--- src/logic/fpc_pkg.sv ---
/*
 * Shared constants and types of the partition command block.
 * Assumes nothing of its surroundings; the top, the partition selector, the checker and the bench import it.
 */
package fpc_pkg;
    // Command codes seen on the low byte of a write.
    localparam logic [7:0] FPC_OP_READ_ARRAY = 8'h0f;
    localparam logic [7:0] FPC_OP_READ_STATUS = 8'h07;
    localparam logic [7:0] FPC_OP_READ_IDENT = 8'h09;
    localparam logic [7:0] FPC_OP_READ_QUERY = 8'h08;
    localparam logic [7:0] FPC_OP_CLEAR_STATUS = 8'h05;
    localparam logic [7:0] FPC_OP_PROGRAM = 8'h04;
    localparam logic [7:0] FPC_OP_ERASE = 8'h02;
    localparam logic [7:0] FPC_OP_FACTORY = 8'h0e;
    localparam logic [7:0] FPC_OP_CONFIRM = 8'h0d;
    localparam logic [7:0] FPC_OP_SUSPEND = 8'h0b;
    localparam logic [7:0] FPC_OP_LOCK_SETUP = 8'h60;
    localparam logic [7:0] FPC_OP_OTP_SETUP = 8'hc0;
    localparam logic [7:0] FPC_OP_LOCK_BLOCK = 8'h01;
    localparam logic [7:0] FPC_OP_LOCK_DOWN = 8'h2f;
    localparam logic [7:0] FPC_OP_CFG_WRITE = 8'h03;
    // Status word bit positions.
    localparam int FPC_SR_READY = 7;
    localparam int FPC_SR_ERS_SUSP = 6;
    localparam int FPC_SR_ERS_ERR = 5;
    localparam int FPC_SR_PGM_ERR = 4;
    localparam int FPC_SR_PGM_SUSP = 2;
    localparam int FPC_SR_LOCK_ERR = 1;
    localparam int FPC_SR_BIT_ZERO = 0;
    // Kind of data a partition returns on reads.
    typedef enum logic [1:0] {
        FPC_SEL_ARRAY = 2'h0,
        FPC_SEL_STATUS = 2'h1,
        FPC_SEL_IDENT = 2'h2
    } fpc_sel_e;
    // Global write state machine states, one-hot.
    typedef enum logic [16:0] {
        FPC_ST_READY = 17'h00001,
        FPC_ST_LOCK_SETUP = 17'h00002,
        FPC_ST_OTP_SETUP = 17'h00004,
        FPC_ST_OTP_BUSY = 17'h00008,
        FPC_ST_PGM_SETUP = 17'h00010,
        FPC_ST_PGM_BUSY = 17'h00020,
        FPC_ST_PGM_SUSP = 17'h00040,
        FPC_ST_ERS_SETUP = 17'h00080,
        FPC_ST_ERS_BUSY = 17'h00100,
        FPC_ST_ERS_SUSP = 17'h00200,
        FPC_ST_PES_SETUP = 17'h00400,
        FPC_ST_PES_BUSY = 17'h00800,
        FPC_ST_PES_SUSP = 17'h01000,
        FPC_ST_LOCK_ES = 17'h02000,
        FPC_ST_EFP_SETUP = 17'h04000,
        FPC_ST_EFP_BUSY = 17'h08000,
        FPC_ST_EFP_VERIFY = 17'h10000
    } fpc_state_e;
endpackage : fpc_pkg

--- src/logic/fpc_cmd_if.sv ---
/*
 * Internal carrier from the command decoder to the partition selectors
 * and the status flags. Assumes a single clock shared by all users.
 */
`timescale 1ns/100ps
`default_nettype none
interface fpc_cmd_if #(parameter int PART_W = 3);
    logic sel_we;                  // Pulse: update one partition.
    logic [PART_W-1:0] sel_part;   // Partition of the update.
    fpc_pkg::fpc_sel_e sel_kind;   // New output kind.
    logic sel_we2;                 // Pulse: mismatched first partition to status.
    logic [PART_W-1:0] sel_part2;  // Partition of the first cycle.
    logic clr_err;                 // Pulse: clear the error flags.
    logic set_lock_err;            // Pulse: lock sequence error.
    logic set_pgm_err;             // Pulse: program error.
    logic set_ers_err;             // Pulse: erase error.
    modport ctrl (output sel_we, sel_part, sel_kind, sel_we2, sel_part2,
                  output clr_err, set_lock_err, set_pgm_err, set_ers_err);
    modport psel (input sel_we, sel_part, sel_kind, sel_we2, sel_part2);
    modport stat (input clr_err, set_lock_err, set_pgm_err, set_ers_err);
endinterface : fpc_cmd_if
`default_nettype wire

--- src/logic/fpc_part_sel.sv ---
/*
 * Per-partition output selection registers and the read-side mux.
 * Assumes the decoder raises at most one update per partition per cycle.
 */
`timescale 1ns/100ps
`default_nettype none
module fpc_part_sel #(
    parameter int PART_W = 3
) (
    input wire logic clock,
    input wire logic reset_n,
    fpc_cmd_if.psel cmd,
    input wire logic [PART_W-1:0] rd_part,
    output fpc_pkg::fpc_sel_e rd_sel
);
    import fpc_pkg::*;

    localparam int NUM_PART = 2 ** PART_W;

    // Refuse partition counts that the one-hot decode cannot serve.
    if (PART_W < 1 || PART_W > 6) begin : g_chk
        $error("fpc_part_sel: PART_W out of range");
    end

    logic [NUM_PART-1:0][1:0] sel_vec; // Selections of all partitions.

    for (genvar p = 0; p < NUM_PART; p++) begin : g_part
        fpc_sel_e sel_q; // This partition's output kind.
        // A partition only moves when an update names it; others hold.
        always_ff @(posedge clock or negedge reset_n) begin
            if (!reset_n) begin
                sel_q <= FPC_SEL_ARRAY;
            end else if (cmd.sel_we && cmd.sel_part == PART_W'(p)) begin
                sel_q <= cmd.sel_kind;
            end else if (cmd.sel_we2 && cmd.sel_part2 == PART_W'(p)) begin
                sel_q <= FPC_SEL_STATUS;
            end
        end
        assign sel_vec[p] = sel_q;
    end

    // Reads pick the selection of the addressed partition.
    assign rd_sel = fpc_sel_e'(sel_vec[rd_part]);
endmodule : fpc_part_sel
`default_nettype wire

--- src/logic/fpc_status.sv ---
/*
 * Sticky error flags of the status word.
 * Assumes clear and set pulses come from the decoder on the same clock.
 */
`timescale 1ns/100ps
`default_nettype none
module fpc_status (
    input wire logic clock,
    input wire logic reset_n,
    fpc_cmd_if.stat cmd,
    output logic [2:0] err_bits
);
    logic lock_err_q; // Lock or configuration sequence error.
    logic pgm_err_q;  // Program error.
    logic ers_err_q;  // Erase error.

    // A set in the clearing cycle wins so no error is lost.
    always_ff @(posedge clock or negedge reset_n) begin
        if (!reset_n) begin
            lock_err_q <= 1'b0;
            pgm_err_q <= 1'b0;
            ers_err_q <= 1'b0;
        end else begin
            lock_err_q <= cmd.set_lock_err | (lock_err_q & ~cmd.clr_err);
            pgm_err_q <= cmd.set_pgm_err | (pgm_err_q & ~cmd.clr_err);
            ers_err_q <= cmd.set_ers_err | (ers_err_q & ~cmd.clr_err);
        end
    end

    assign err_bits = {ers_err_q, pgm_err_q, lock_err_q};
endmodule : fpc_status
`default_nettype wire

--- src/logic/fpc_top.sv ---
/*
 * Command interpreter of a multi-partition flash: the global write state
 * machine, per-partition output kind and the status word.
 * Assumes the host writes on the same clock, one write per wr_valid pulse,
 * and an array engine that reports completion through op_done.
 */
`timescale 1ns/100ps
`default_nettype none
module fpc_top #(
    parameter int PART_W = 3,
    parameter int BLK_W = 8
) (
    input wire logic clock,
    input wire logic reset_n,
    input wire logic wr_valid,
    input wire logic [PART_W-1:0] wr_part,
    input wire logic [BLK_W-1:0] wr_block,
    input wire logic [15:0] wr_data,
    input wire logic [PART_W-1:0] rd_part,
    input wire logic op_done,
    input wire logic op_fail,
    input wire logic efp_word_busy,
    output fpc_pkg::fpc_state_e wsm_state,
    output fpc_pkg::fpc_sel_e rd_sel,
    output logic rd_undefined,
    output logic [7:0] status_word,
    output logic op_start,
    output logic [BLK_W-1:0] op_block,
    output logic [15:0] op_data,
    output logic efp_data_valid,
    output logic lock_op,
    output logic [7:0] lock_code,
    output logic suspend_req,
    output logic resume_req
);
    import fpc_pkg::*;

    // Refuse widths the address fields cannot hold.
    if (PART_W < 1 || PART_W > 6 || BLK_W < 1) begin : g_chk
        $error("fpc_top: PART_W or BLK_W out of range");
    end

    fpc_cmd_if #(.PART_W(PART_W)) cmd ();

    fpc_state_e state_q;            // Global machine state.
    fpc_state_e state_d;            // Its next value.
    logic [PART_W-1:0] first_part_q; // Partition of a setup cycle.
    logic [PART_W-1:0] busy_part_q;  // Partition owning the running job.
    logic [BLK_W-1:0] efp_block_q;   // Block latched at factory confirm.
    logic [7:0] status_q;            // Registered status word.
    logic [2:0] err_bits;            // Sticky errors from the flag module.
    logic [7:0] op;                  // Command byte of the current write.
    logic running;                   // Machine is executing a job.
    logic in_setup;                  // Current write is a second cycle.
    logic start_d;                   // Launch an array job.
    logic lock_d;                    // Carry out a lock or config write.
    logic efp_word_d;                // Pass one factory data word.
    logic susp_d;                    // Ask the engine to suspend.
    logic resume_d;                  // Ask the engine to resume.
    logic lock_err_d;                // Flag a lock sequence error.
    logic pgm_err_d;                 // Flag a program error.
    logic ers_err_d;                 // Flag an erase error.

    assign op = wr_data[7:0];

    // Job states in which the engine owns the array.
    assign running = state_q inside {FPC_ST_OTP_BUSY, FPC_ST_PGM_BUSY, FPC_ST_ERS_BUSY,
                                     FPC_ST_PES_BUSY, FPC_ST_EFP_BUSY, FPC_ST_EFP_VERIFY};

    // States whose next write is the second cycle of a command.
    assign in_setup = state_q inside {FPC_ST_LOCK_SETUP, FPC_ST_OTP_SETUP, FPC_ST_PGM_SETUP,
                                      FPC_ST_ERS_SETUP, FPC_ST_PES_SETUP, FPC_ST_LOCK_ES,
                                      FPC_ST_EFP_SETUP};

    // Next-state logic. It reads only the machine state, the write and the
    // engine, never the partition selections, so reads cannot perturb it.
    always_comb begin
        state_d = state_q;
        start_d = 1'b0;
        lock_d = 1'b0;
        efp_word_d = 1'b0;
        susp_d = 1'b0;
        resume_d = 1'b0;
        lock_err_d = 1'b0;
        pgm_err_d = 1'b0;
        ers_err_d = 1'b0;
        if (op_done && running) begin
            // Completion beats any write landing in the same cycle.
            case (state_q)
                FPC_ST_ERS_BUSY: begin
                    state_d = FPC_ST_READY;
                    ers_err_d = op_fail;
                end
                FPC_ST_PES_BUSY: begin
                    state_d = FPC_ST_ERS_SUSP;
                    pgm_err_d = op_fail;
                end
                FPC_ST_EFP_BUSY: begin
                    state_d = FPC_ST_EFP_BUSY;
                end
                default: begin
                    state_d = FPC_ST_READY;
                    pgm_err_d = op_fail;
                end
            endcase
        end else if (wr_valid) begin
            case (state_q)
                FPC_ST_READY: begin
                    // Single-cycle reads stay; unknown codes fall through.
                    case (op)
                        FPC_OP_LOCK_SETUP: state_d = FPC_ST_LOCK_SETUP;
                        FPC_OP_OTP_SETUP: state_d = FPC_ST_OTP_SETUP;
                        FPC_OP_PROGRAM: state_d = FPC_ST_PGM_SETUP;
                        FPC_OP_ERASE: state_d = FPC_ST_ERS_SETUP;
                        FPC_OP_FACTORY: state_d = FPC_ST_EFP_SETUP;
                        default: state_d = FPC_ST_READY;
                    endcase
                end
                FPC_ST_LOCK_SETUP: begin
                    state_d = FPC_ST_READY;
                    if (op inside {FPC_OP_LOCK_BLOCK, FPC_OP_CONFIRM,
                                   FPC_OP_LOCK_DOWN, FPC_OP_CFG_WRITE}) begin
                        lock_d = 1'b1;
                    end else begin
                        lock_err_d = 1'b1;
                    end
                end
                FPC_ST_LOCK_ES: begin
                    state_d = FPC_ST_ERS_SUSP;
                    if (op inside {FPC_OP_LOCK_BLOCK, FPC_OP_CONFIRM,
                                   FPC_OP_LOCK_DOWN, FPC_OP_CFG_WRITE}) begin
                        lock_d = 1'b1;
                    end else begin
                        lock_err_d = 1'b1;
                    end
                end
                FPC_ST_OTP_SETUP: begin
                    state_d = FPC_ST_OTP_BUSY;
                    start_d = 1'b1;
                end
                FPC_ST_PGM_SETUP: begin
                    state_d = FPC_ST_PGM_BUSY;
                    start_d = 1'b1;
                end
                FPC_ST_PES_SETUP: begin
                    state_d = FPC_ST_PES_BUSY;
                    start_d = 1'b1;
                end
                FPC_ST_ERS_SETUP: begin
                    // Anything but a confirm aborts with both errors.
                    if (op == FPC_OP_CONFIRM) begin
                        state_d = FPC_ST_ERS_BUSY;
                        start_d = 1'b1;
                    end else begin
                        state_d = FPC_ST_READY;
                        ers_err_d = 1'b1;
                        pgm_err_d = 1'b1;
                    end
                end
                FPC_ST_EFP_SETUP: begin
                    if (op == FPC_OP_CONFIRM) begin
                        state_d = FPC_ST_EFP_BUSY;
                        start_d = 1'b1;
                    end else begin
                        state_d = FPC_ST_READY;
                        pgm_err_d = 1'b1;
                    end
                end
                FPC_ST_EFP_BUSY: begin
                    // Writes to the latched block are data, even command-like values; another block ends the phase.
                    if (wr_block != efp_block_q) begin
                        state_d = FPC_ST_EFP_VERIFY;
                    end else if (!status_q[FPC_SR_BIT_ZERO]) begin
                        efp_word_d = 1'b1;
                    end
                end
                FPC_ST_PGM_BUSY, FPC_ST_ERS_BUSY, FPC_ST_PES_BUSY: begin
                    // Only suspend is heard; two-cycle commands drop.
                    if (op == FPC_OP_SUSPEND) begin
                        susp_d = 1'b1;
                        case (state_q)
                            FPC_ST_PGM_BUSY: state_d = FPC_ST_PGM_SUSP;
                            FPC_ST_ERS_BUSY: state_d = FPC_ST_ERS_SUSP;
                            default: state_d = FPC_ST_PES_SUSP;
                        endcase
                    end else begin
                        state_d = state_q;
                    end
                end
                FPC_ST_PGM_SUSP, FPC_ST_PES_SUSP: begin
                    if (op == FPC_OP_CONFIRM) begin
                        resume_d = 1'b1;
                        state_d = (state_q == FPC_ST_PGM_SUSP) ? FPC_ST_PGM_BUSY
                                                               : FPC_ST_PES_BUSY;
                    end else begin
                        state_d = state_q;
                    end
                end
                FPC_ST_ERS_SUSP: begin
                    case (op)
                        FPC_OP_CONFIRM: begin
                            resume_d = 1'b1;
                            state_d = FPC_ST_ERS_BUSY;
                        end
                        FPC_OP_PROGRAM: state_d = FPC_ST_PES_SETUP;
                        FPC_OP_LOCK_SETUP: state_d = FPC_ST_LOCK_ES;
                        default: state_d = FPC_ST_ERS_SUSP;
                    endcase
                end
                default: state_d = state_q;
            endcase
        end
    end

    // Output-kind updates; a split pair shows status on both partitions.
    always_comb begin
        cmd.sel_we = 1'b0;
        cmd.sel_part = wr_part;
        cmd.sel_kind = FPC_SEL_STATUS;
        cmd.sel_we2 = 1'b0;
        cmd.sel_part2 = first_part_q;
        if (wr_valid && !(op_done && running)) begin
            if (in_setup) begin
                cmd.sel_we = 1'b1;
                cmd.sel_we2 = (first_part_q != wr_part);
            end else if (state_q inside {FPC_ST_EFP_BUSY, FPC_ST_EFP_VERIFY}) begin
                cmd.sel_we = 1'b1;
            end else begin
                case (op)
                    FPC_OP_READ_ARRAY: begin
                        cmd.sel_we = 1'b1;
                        cmd.sel_kind = FPC_SEL_ARRAY;
                    end
                    FPC_OP_READ_STATUS: cmd.sel_we = 1'b1;
                    FPC_OP_READ_IDENT, FPC_OP_READ_QUERY: begin
                        cmd.sel_we = 1'b1;
                        cmd.sel_kind = FPC_SEL_IDENT;
                    end
                    default: cmd.sel_we = (state_d != state_q) && !resume_d && !susp_d;
                endcase
            end
        end
    end

    // Error flags: clearing is honoured only with the machine idle.
    assign cmd.clr_err = wr_valid && op == FPC_OP_CLEAR_STATUS && state_q == FPC_ST_READY;
    assign cmd.set_lock_err = lock_err_d;
    assign cmd.set_pgm_err = pgm_err_d;
    assign cmd.set_ers_err = ers_err_d;

    // Machine state register.
    always_ff @(posedge clock or negedge reset_n) begin
        if (!reset_n) begin
            state_q <= FPC_ST_READY;
        end else begin
            state_q <= state_d;
        end
    end

    // Partition of each first cycle, compared on the second.
    always_ff @(posedge clock or negedge reset_n) begin
        if (!reset_n) begin
            first_part_q <= '0;
        end else if (wr_valid && !in_setup) begin
            first_part_q <= wr_part;
        end
    end

    // The second write names the active partition and block of a job.
    always_ff @(posedge clock or negedge reset_n) begin
        if (!reset_n) begin
            busy_part_q <= '0;
            efp_block_q <= '0;
        end else if (start_d) begin
            busy_part_q <= wr_part;
            efp_block_q <= wr_block;
        end
    end

    // Pulses and data toward the array engine, all from flops.
    always_ff @(posedge clock or negedge reset_n) begin
        if (!reset_n) begin
            op_start <= 1'b0;
            efp_data_valid <= 1'b0;
            lock_op <= 1'b0;
            suspend_req <= 1'b0;
            resume_req <= 1'b0;
            op_block <= '0;
            op_data <= 16'h0000;
            lock_code <= 8'h00;
        end else begin
            op_start <= start_d;
            efp_data_valid <= efp_word_d;
            lock_op <= lock_d;
            suspend_req <= susp_d;
            resume_req <= resume_d;
            if (start_d || efp_word_d || lock_d) begin
                op_block <= wr_block;
                op_data <= wr_data;
            end
            if (lock_d) begin
                lock_code <= op;
            end
        end
    end

    // Status word; bit zero mirrors the engine's factory word handshake.
    always_ff @(posedge clock or negedge reset_n) begin
        if (!reset_n) begin
            status_q <= 8'h80;
        end else begin
            status_q <= '0;
            status_q[FPC_SR_READY] <= ~running;
            status_q[FPC_SR_ERS_SUSP] <= state_q inside {FPC_ST_ERS_SUSP, FPC_ST_PES_SETUP,
                                                         FPC_ST_PES_BUSY, FPC_ST_PES_SUSP,
                                                         FPC_ST_LOCK_ES};
            status_q[FPC_SR_ERS_ERR] <= err_bits[2];
            status_q[FPC_SR_PGM_ERR] <= err_bits[1];
            status_q[FPC_SR_PGM_SUSP] <= state_q inside {FPC_ST_PGM_SUSP, FPC_ST_PES_SUSP};
            status_q[FPC_SR_LOCK_ERR] <= err_bits[0];
            status_q[FPC_SR_BIT_ZERO] <= efp_word_busy;
        end
    end

    fpc_part_sel #(.PART_W(PART_W)) u_part_sel (
        .clock(clock),
        .reset_n(reset_n),
        .cmd(cmd.psel),
        .rd_part(rd_part),
        .rd_sel(rd_sel)
    );

    fpc_status u_status (
        .clock(clock),
        .reset_n(reset_n),
        .cmd(cmd.stat),
        .err_bits(err_bits)
    );

    // Array reads of the partition the engine is working on are not valid.
    assign rd_undefined = running && rd_part == busy_part_q && rd_sel == FPC_SEL_ARRAY;

    assign wsm_state = state_q;
    assign status_word = status_q;
endmodule : fpc_top
`default_nettype wire

--- config.mk ---
export PLATFORM = sky130hd
export DESIGN_NAME = fpc_top
export DESIGN_NICKNAME = d
export VERILOG_FILES = /design/src/logic/fpc_pkg.sv /design/src/logic/fpc_cmd_if.sv /design/src/logic/fpc_part_sel.sv /design/src/logic/fpc_status.sv /design/src/logic/fpc_top.sv
export SDC_FILE = /design/constraint.sdc
export NUM_CORES = 1
export LEC_CHECK = 0
export ABC_AREA = 1
export BUFFER_PORTS_ARGS = -buffer_cell sky130_fd_sc_hd__buf_4
export CAP_MARGIN = 25
export CORE_UTILIZATION = 25
export CTS_BUF_LIST = sky130_fd_sc_hd__clkbuf_16
export DETAILED_ROUTE_END_ITERATION = 10
export PLACE_DENSITY = 0.47
export SLEW_MARGIN = 20
export SYNTH_ARGS = -nofsm -noshare
export SYNTH_HDL_FRONTEND = slang
export SYNTH_SLANG_ARGS = --single-unit
--- constraint.sdc ---
create_clock -name clock -period 5.15 [get_ports clock]
set_input_delay 0.515 -clock clock [delete_from_list [all_inputs] [get_ports clock]]
set_output_delay 0.515 -clock clock [all_outputs]
set_load 0.02 [all_outputs]
==> flow_metrics.py, run 1 <==
metrics = {
    "floorplanning": {
        "start_util_pct": 25.6,
        "core_region_area_mm2": 0.0227,
        "die_y_um": 154,
        "die_area_mm2": 0.0238,
        "die_w_um": 154,
        "rows": 55,
        "ioPinCount": 101,
    },
    "logic_synthesis": {
        "synthAdderAreaFrac_pct": 0,
        "yosysTopAreaCellShare_pct": 39.7,
        "synth_xor_xnor_area_share_pct": 1.51,
        "ys_ff_latch": 94,
        "yosysWarnings": 0,
        "netlist_area_mm2": 0.00580,
        "ys_types": 48,
        "synth_edf_count": 0,
        "syn_avg_cell_area_um2": 7.26,
        "yosysTopAreaCell": "dfrtp_1",
        "synthArstFlopShare_pct": 100,
        "synth_top_family_by_area": "simple AND/OR/NAND/NOR gates",
        "netlist_instances": 799,
        "yosysSeqAreaShare_pct": 40.6,
        "ys.flop_type": "dfrtp_1",
        "synthMuxAreaShare_pct": 1.75,
        "synth_compound_area_share_pct": 7.98,
        "synth_simple_gate_area_share_pct": 39.8,
        "synthTopCellsByArea": "dfrtp_1, nand2_1, nand3_1",
        "synth_nets": 835,
    },
    "worst_setup_path": {
        "crit_family": "simple AND/OR/NAND/NOR gates",
        "crit_path_end_kind": "flop",
        "slowest_stage": "dfrtp_1",
        "crit_required_ps": 5400,
        "cp-start-kind": "flop",
        "slowest_delay_ps": 630,
        "r2r_slack_ps": 990,
        "crit_top_cell": "nand2_1",
        "worst-path-buf-inv": 4,
        "worstPathMaxFanout": 19,
        "path_cells": "clkinv_1 -> buf_4 -> nand3_1 -> nor2_4 -> nand3_4 -> nand2_1 -> nor2_1 -> nand2_1 -> nand2_2 -> inv_2 -> nor2_4 -> inv_2 -> nor3_1 -> nor2_1 -> nand2_2 -> nand2_2 -> nand3_1 -> nand2_1 -> nand2_1 -> nand2_1",
        "critPathArrivalTime_ps": 4400,
        "crit_type": "flop to flop",
    },
    "finish": {
        "fill_cells": 2507,
        "final_nets": 927,
        "area_growth_pct": 22.5,
        "drive_gt1_share_pct": 20.0,
        "fin_area_mm2": 0.00711,
        "n_antenna_cell": 0,
    },
    "worst_hold_path": {
        "hp-class": "primary input to asynchronous set/reset pin",
    },
    "power": {
        "leakage_nw": 3.70,
        "power_density_mw_per_mm2": 227,
        "worst_ir_drop_vdd_v": 0.000137,
    },
    "sta": {
        "slew_headroom_pct": 42.7,
        "skew_ps": 5.94,
        "setup_viol": 0,
        "rsz0062_at_grt": "no",
        "hold_violations": 0,
        "fin_tns_setup_ps": 0,
        "fmax_mhz": 241,
        "fin_crit_sh_pct": 80.7,
        "holdWs_ps": 188,
        "tightestPinTransition_ps": 857,
        "fin_ws_ps": 993,
        "maxSlewViolCount": 0,
        "min_period_ps": 4160,
    },
    "detailed_routing": {
        "first_iter_violations": 374,
        "top_layer": "met4",
        "ant_nets": 0,
        "wl_met3_um": 939,
        "drc": 0,
        "drt-total-wl_um": 19300,
        "num_vias": 5660,
        "routedWlPerCell_um": 16.3,
        "met1Wirelength_um": 9260,
        "vias_per_cell": 4.79,
        "route.met2.wl_um": 8900,
        "firstDrtPassIters": 7,
    },
    "job": {
        "maxCapViolCount": 0,
    },
    "grt": {
        "grt_first_pass_wirelength_um": 30400,
        "grt_pass1_vias": 5408,
        "antenna_found_initial": 0,
        "overflow": 0,
        "grtUsageTotal_pct": 16.6,
        "grt_max_degree": 50,
    },
    "clocking": {
        "cts_hold_buf": 0,
        "numCtsBuffers": 9,
        "path_clk_slew_ps": 70,
        "clock_sinks": 94,
        "root_buffer": "clkbuf_16",
        "clockBufferDepth": 2,
        "htree_levels": 3,
        "cts_resized": 0,
        "cts_tree": "built",
        "cts_setup_buffers": 0,
        "clk_latency_ps": 350,
    },
    "placed_design": {
        "gp_congestion": 0.903,
        "dp_slack_ps": 1060,
        "hpwlAfterDp_um": 14900,
        "io_buffers": 99,
        "placed_area_mm2": 0.00681,
    },
    "run_status": {
        "status": "complete, no violations",
    },
}
## cells in the mapped netlist, types with 4 or more instances
cell / n
inv_2: 9
clkbuf_1: 11
dfrtp_1: 92
nor3_1: 27
xnor2_1: 7
a21oi_1: 7
o22ai_1: 6
nand4_1: 32
inv_1: 85
nand3b_1: 4
a31oi_1: 4
buf_2: 4
nand3_1: 97
mux2_2: 9
nand3_2: 8
nor4_1: 5
or2_2: 4
nand2_2: 6
nor2_2: 6
nor2_4: 5
nor2_1: 92
nand2_1: 192
o21ai_0: 48
## worst reg2reg max path: cells and delay by family (launching register included)
family        cells  cell delay, ps
flops             1             630
buf+inv           4            1130
simple gates     16            2310
## layer usage
| layer | global-route usage [%] | up-vias |
|---|---|---|
| li1 | - | 2822 |
| met1 | 23.0 | 2666 |
| met2 | 26.9 | 160 |
| met3 | 2.80 | 12 |
| met4 | 4.05 | 0 |
| met5 | 0 | - |
## power by group
| group | total [mW] | internal [mW] | switching, mW |
|---|---|---|---|
| sequential | 0.776 | 0.760 | 0.0162 |
| combinational | 0.151 | 0.0588 | 0.0919 |
| clock | 0.691 | 0.379 | 0.313 |
| total | 1.62 | 1.20 | 0.421 |
## path summary, 6_finish.rpt
| kind | startpoint | to | depth (start not counted) |
|---|---|---|---|
| worst min-delay path | reset_n | op_data[9] | 1 |
| worst max-delay path | wsm_state[16] | u_part_sel.g_part[3].sel_q[0] | 20 |
| max in group asynchronous | reset_n | cmd.sel_part2[0] | 2 |
| worst min register to register | u_status.ers_err_q | status_word[5] | 0 |
| min in group clock | efp_word_busy | status_word[0] | 1 |
| worst max register to register | wsm_state[16] | u_part_sel.g_part[3].sel_q[0] | 20 |
## logic make-up (layout without fill, tap and decap cells)
logic type                after synthesis  count (layout)
xor gates and xnor gates               10              10
DFF                                    94              94
buffers and inverters                 118             215
other                                   1               1
muxes                                   9               9
AOI/OAI and AO/OA                      80              80
and+or+nand+nor                       487             487
## flip-flops by register name (all words and copies together) (netlist names), 7 cells and up
signal,count
wsm_state,17
op_data,16
u_part_sel.g_part.sel_q,16
efp_block_q,8
lock_code,8
op_block,8
status_word,7
## metrics by stage
step / instances / util (%) / power, mW
detailed placement: 1164 / 30.0 / 0.944
floorplan: 799 / - / 0.862
global route: 1181 / 31.3 / 1.69
finish: 1181 / 31.3 / 1.62
global placement: 1164 / 30.0 / 0.943
CTS: 1180 / 31.3 / 1.64
## cell usage in the layout, fill, tap and decap left out, drive strengths merged, types with 2 or more instances in the layout
cell type,synthesis,layout
a31oi,4,4
nand4,33,33
mux2,9,9
o22ai,6,6
o21ai,49,49
nor3,27,27
inv,94,97
nand2,200,200
nand3,108,108
nor2,104,104
o211ai,2,2
dfstp,2,2
o2111ai,2,2
buf,11,102
or2,4,4
clkbuf,11,10
xor2,3,3
dfrtp,92,92
nor4,6,6
clkinv,2,4
xnor2,7,7
nand3b,4,4
a21oi,9,9
## final cells by class
type                            count  area (um^2)  share of cell area (%)
Clock buffer                        9          225                    3.17
Clock inverter                      7         72.6                    1.02
Inverter                           96          360                    5.07
Multi-Input combinational cell    587         2970                    41.8
Sequential cell                    94         2350                    33.1
Tap cell                          285          357                    5.01
Timing Repair Buffer              103          771                    10.8
(Power assumes the default switching activity.)
==> inputs of run 2 (changes only) <==
Settings changed: PLACE_DENSITY 0.47 to 0.48.
Clock period 5.15 ns to 3.59 ns, I/O delays scaled along.
==> flow_metrics.py, run 2 (synthesis results as in run 1) <==
metrics = {
    "finish": {
        "final-instance-count-excl-fill": 1235,
        "n_antenna_cell": 0,
        "layout_commonest_cell": "nand2_1",
        "drive_gt1_share_pct": 25.6,
        "largest_reg_flops": 17,
        "final_core_util_pct": 33.6,
        "area_growth_pct": 31.3,
        "fill_cells": 2480,
        "mostFrequentLayoutCells": "nand2_1, buf_4, nand3_1, dfrtp_1, nor2_1",
        "final_nets": 981,
    },
    "floorplanning": {
        "die_area_mm2": 0.0238,
        "die_w_um": 154,
        "start_util_pct": 25.6,
        "core_region_area_mm2": 0.0227,
        "ioPinCount": 101,
        "die_y_um": 154,
        "rows": 55,
    },
    "clocking": {
        "root_buffer": "clkbuf_16",
        "clockBufferDepth": 2,
        "clk_latency_ps": 360,
        "clock_sinks": 94,
        "numCtsBuffers": 9,
        "htree_levels": 3,
        "cts_tree": "built",
        "path_clk_slew_ps": 70,
    },
    "worst_setup_path": {
        "crit_path_end_kind": "flop",
        "r2r_slack_ps": 220,
        "crit_type": "flop to flop",
        "cp-startpoint": "wsm_state[15]",
        "slowest_delay_ps": 410,
        "path_cells": "nor2_4 -> nand2_4 -> buf_4 -> inv_2 -> nand3_1 -> nand3_2 -> inv_2 -> nand2_1 -> nand2_2 -> buf_4 -> a21oi_4 -> nand2_1 -> nand3_2 -> xnor2_1 -> nand2_1 -> nor2_2 -> nand2_1 -> nand2_2 -> buf_4 -> a21oi_2 -> buf_4 -> nand3_1 -> nand2_1",
        "critPathArrivalTime_ps": 3630,
        "worstPathMaxFanout": 8,
        "crit_top_cell": "nand2_1",
        "slowest_stage": "dfrtp_1",
        "crit_required_ps": 3840,
        "r2r_start": "wsm_state[15]",
        "cp-start-kind": "flop",
    },
    "grt": {
        "grt_pass1_vias": 5764,
        "antenna_found_initial": 0,
        "grtUsageTotal_pct": 17.1,
        "overflow": 0,
        "grt_max_degree": 57,
        "grt_first_pass_wirelength_um": 31300,
    },
    "detailed_routing": {
        "drt-total-wl_um": 20100,
        "firstDrtPassIters": 5,
        "drc": 0,
        "routedWlPerCell_um": 16.3,
        "first_iter_violations": 371,
        "num_vias": 5911,
        "vias_per_cell": 4.79,
        "ant_nets": 0,
    },
    "sta": {
        "slew_headroom_pct": 27.3,
        "setup_viol": 0,
        "fmax_mhz": 296,
        "fin_crit_sh_pct": 94.0,
        "hold_violations": 0,
        "rsz0062_at_grt": "no",
        "fin_tns_setup_ps": 0,
        "maxSlewViolCount": 0,
        "min_period_ps": 3370,
        "skew_ps": 7.15,
        "tightestPinTransition_ps": 1080,
    },
    "placed_design": {
        "gp_congestion": 0.910,
        "io_buffers": 99,
        "hpwlAfterDp_um": 15600,
        "placedCellCount": 1212,
    },
    "run_status": {
        "status": "complete, no violations",
    },
    "power": {
        "worst_ir_drop_vdd_v": 0.000225,
        "power_density_mw_per_mm2": 295,
        "leakage_nw": 3.98,
    },
    "job": {
        "maxCapViolCount": 0,
    },
    "worst_hold_path": {
        "hp-class": "primary input to asynchronous set/reset pin",
    },
}
## run 2: cell count changes in the layout (fill, tap and decap cells not counted), moves of 2 or more
| cell | change |
|---|---|
| nor2_1 | -2 |
| nor2_4 | +4 |
| clkinv_4 | +2 |
| nand3_1 | -6 |
| buf_4 | +52 |
| nand3_2 | +6 |
| nor2_2 | -2 |
| buf_12 | +3 |
## run 2: power by group
group	internal, mW	leakage [nW]	switching (mW)
Sequential	1.09	1.21	0.0228
Combinational	0.0857	2.63	0.133
Clock	0.471	0.135	0.447
Total	1.65	3.98	0.604
## run 2: final cells by class
cell class                 count  area [um^2]  share of cell area, %
clock buffer                   9          225                   2.96
clock inverter                 7         50.0                  0.657
inverter                      96          360                   4.73
multi-input combinational    587         3060                   40.1
sequential                    94         2360                   30.9
tap                          285          357                   4.68
timing repair buffer         157         1220                   16.0
## run 2: stage by stage
stage                     instance area [um^2]  total power [mW]  hold WS [ps]  setup WS (ps)
after floorplan                           5800              1.24          63.4            755
after global placement                    7210              1.35           374           93.0
after detailed placement                  7210              1.35           377           98.6
after CTS                                 7480              2.29          92.3           81.0
after global routing                      7620              2.36          93.2           7.58
final                                     7620              2.25          42.6            215
## run 2: worst max-delay path: cells and delay by family (launching register included)
family	cells	cell delay [ps]
flip-flops	1	410
AND/OR/NAND/NOR	14	1650
XOR/XNOR	1	120
buffers and inverters	6	880
AO/OA/AOI/OAI	2	200
## run 2: repair_timing
item / in CTS / in global routing
setup buffers: 0 / 7
hold buffers: 0 / 0
setup endpoints to repair: 0 / 16
resized for setup: 0 / 18
## run 2: final timing paths
check,endpoint,depth (start not counted)
max reg2reg,u_part_sel.g_part[3].sel_q[1],23
min in group clock,status_word[0],1
max in group asynchronous,wsm_state[0],2
min,wsm_state[11],1
max,u_part_sel.g_part[3].sel_q[1],23
min reg2reg,status_word[5],0
## run 2: layer usage
layer  GRT usage (%)  up-vias  routed length [um]
met4            6.60        0                 541
met3            4.40       35                1210
li1                -     2932                   -
met2            27.1      207                9170
met5               0        -                   0
met1            22.4     2737                9160
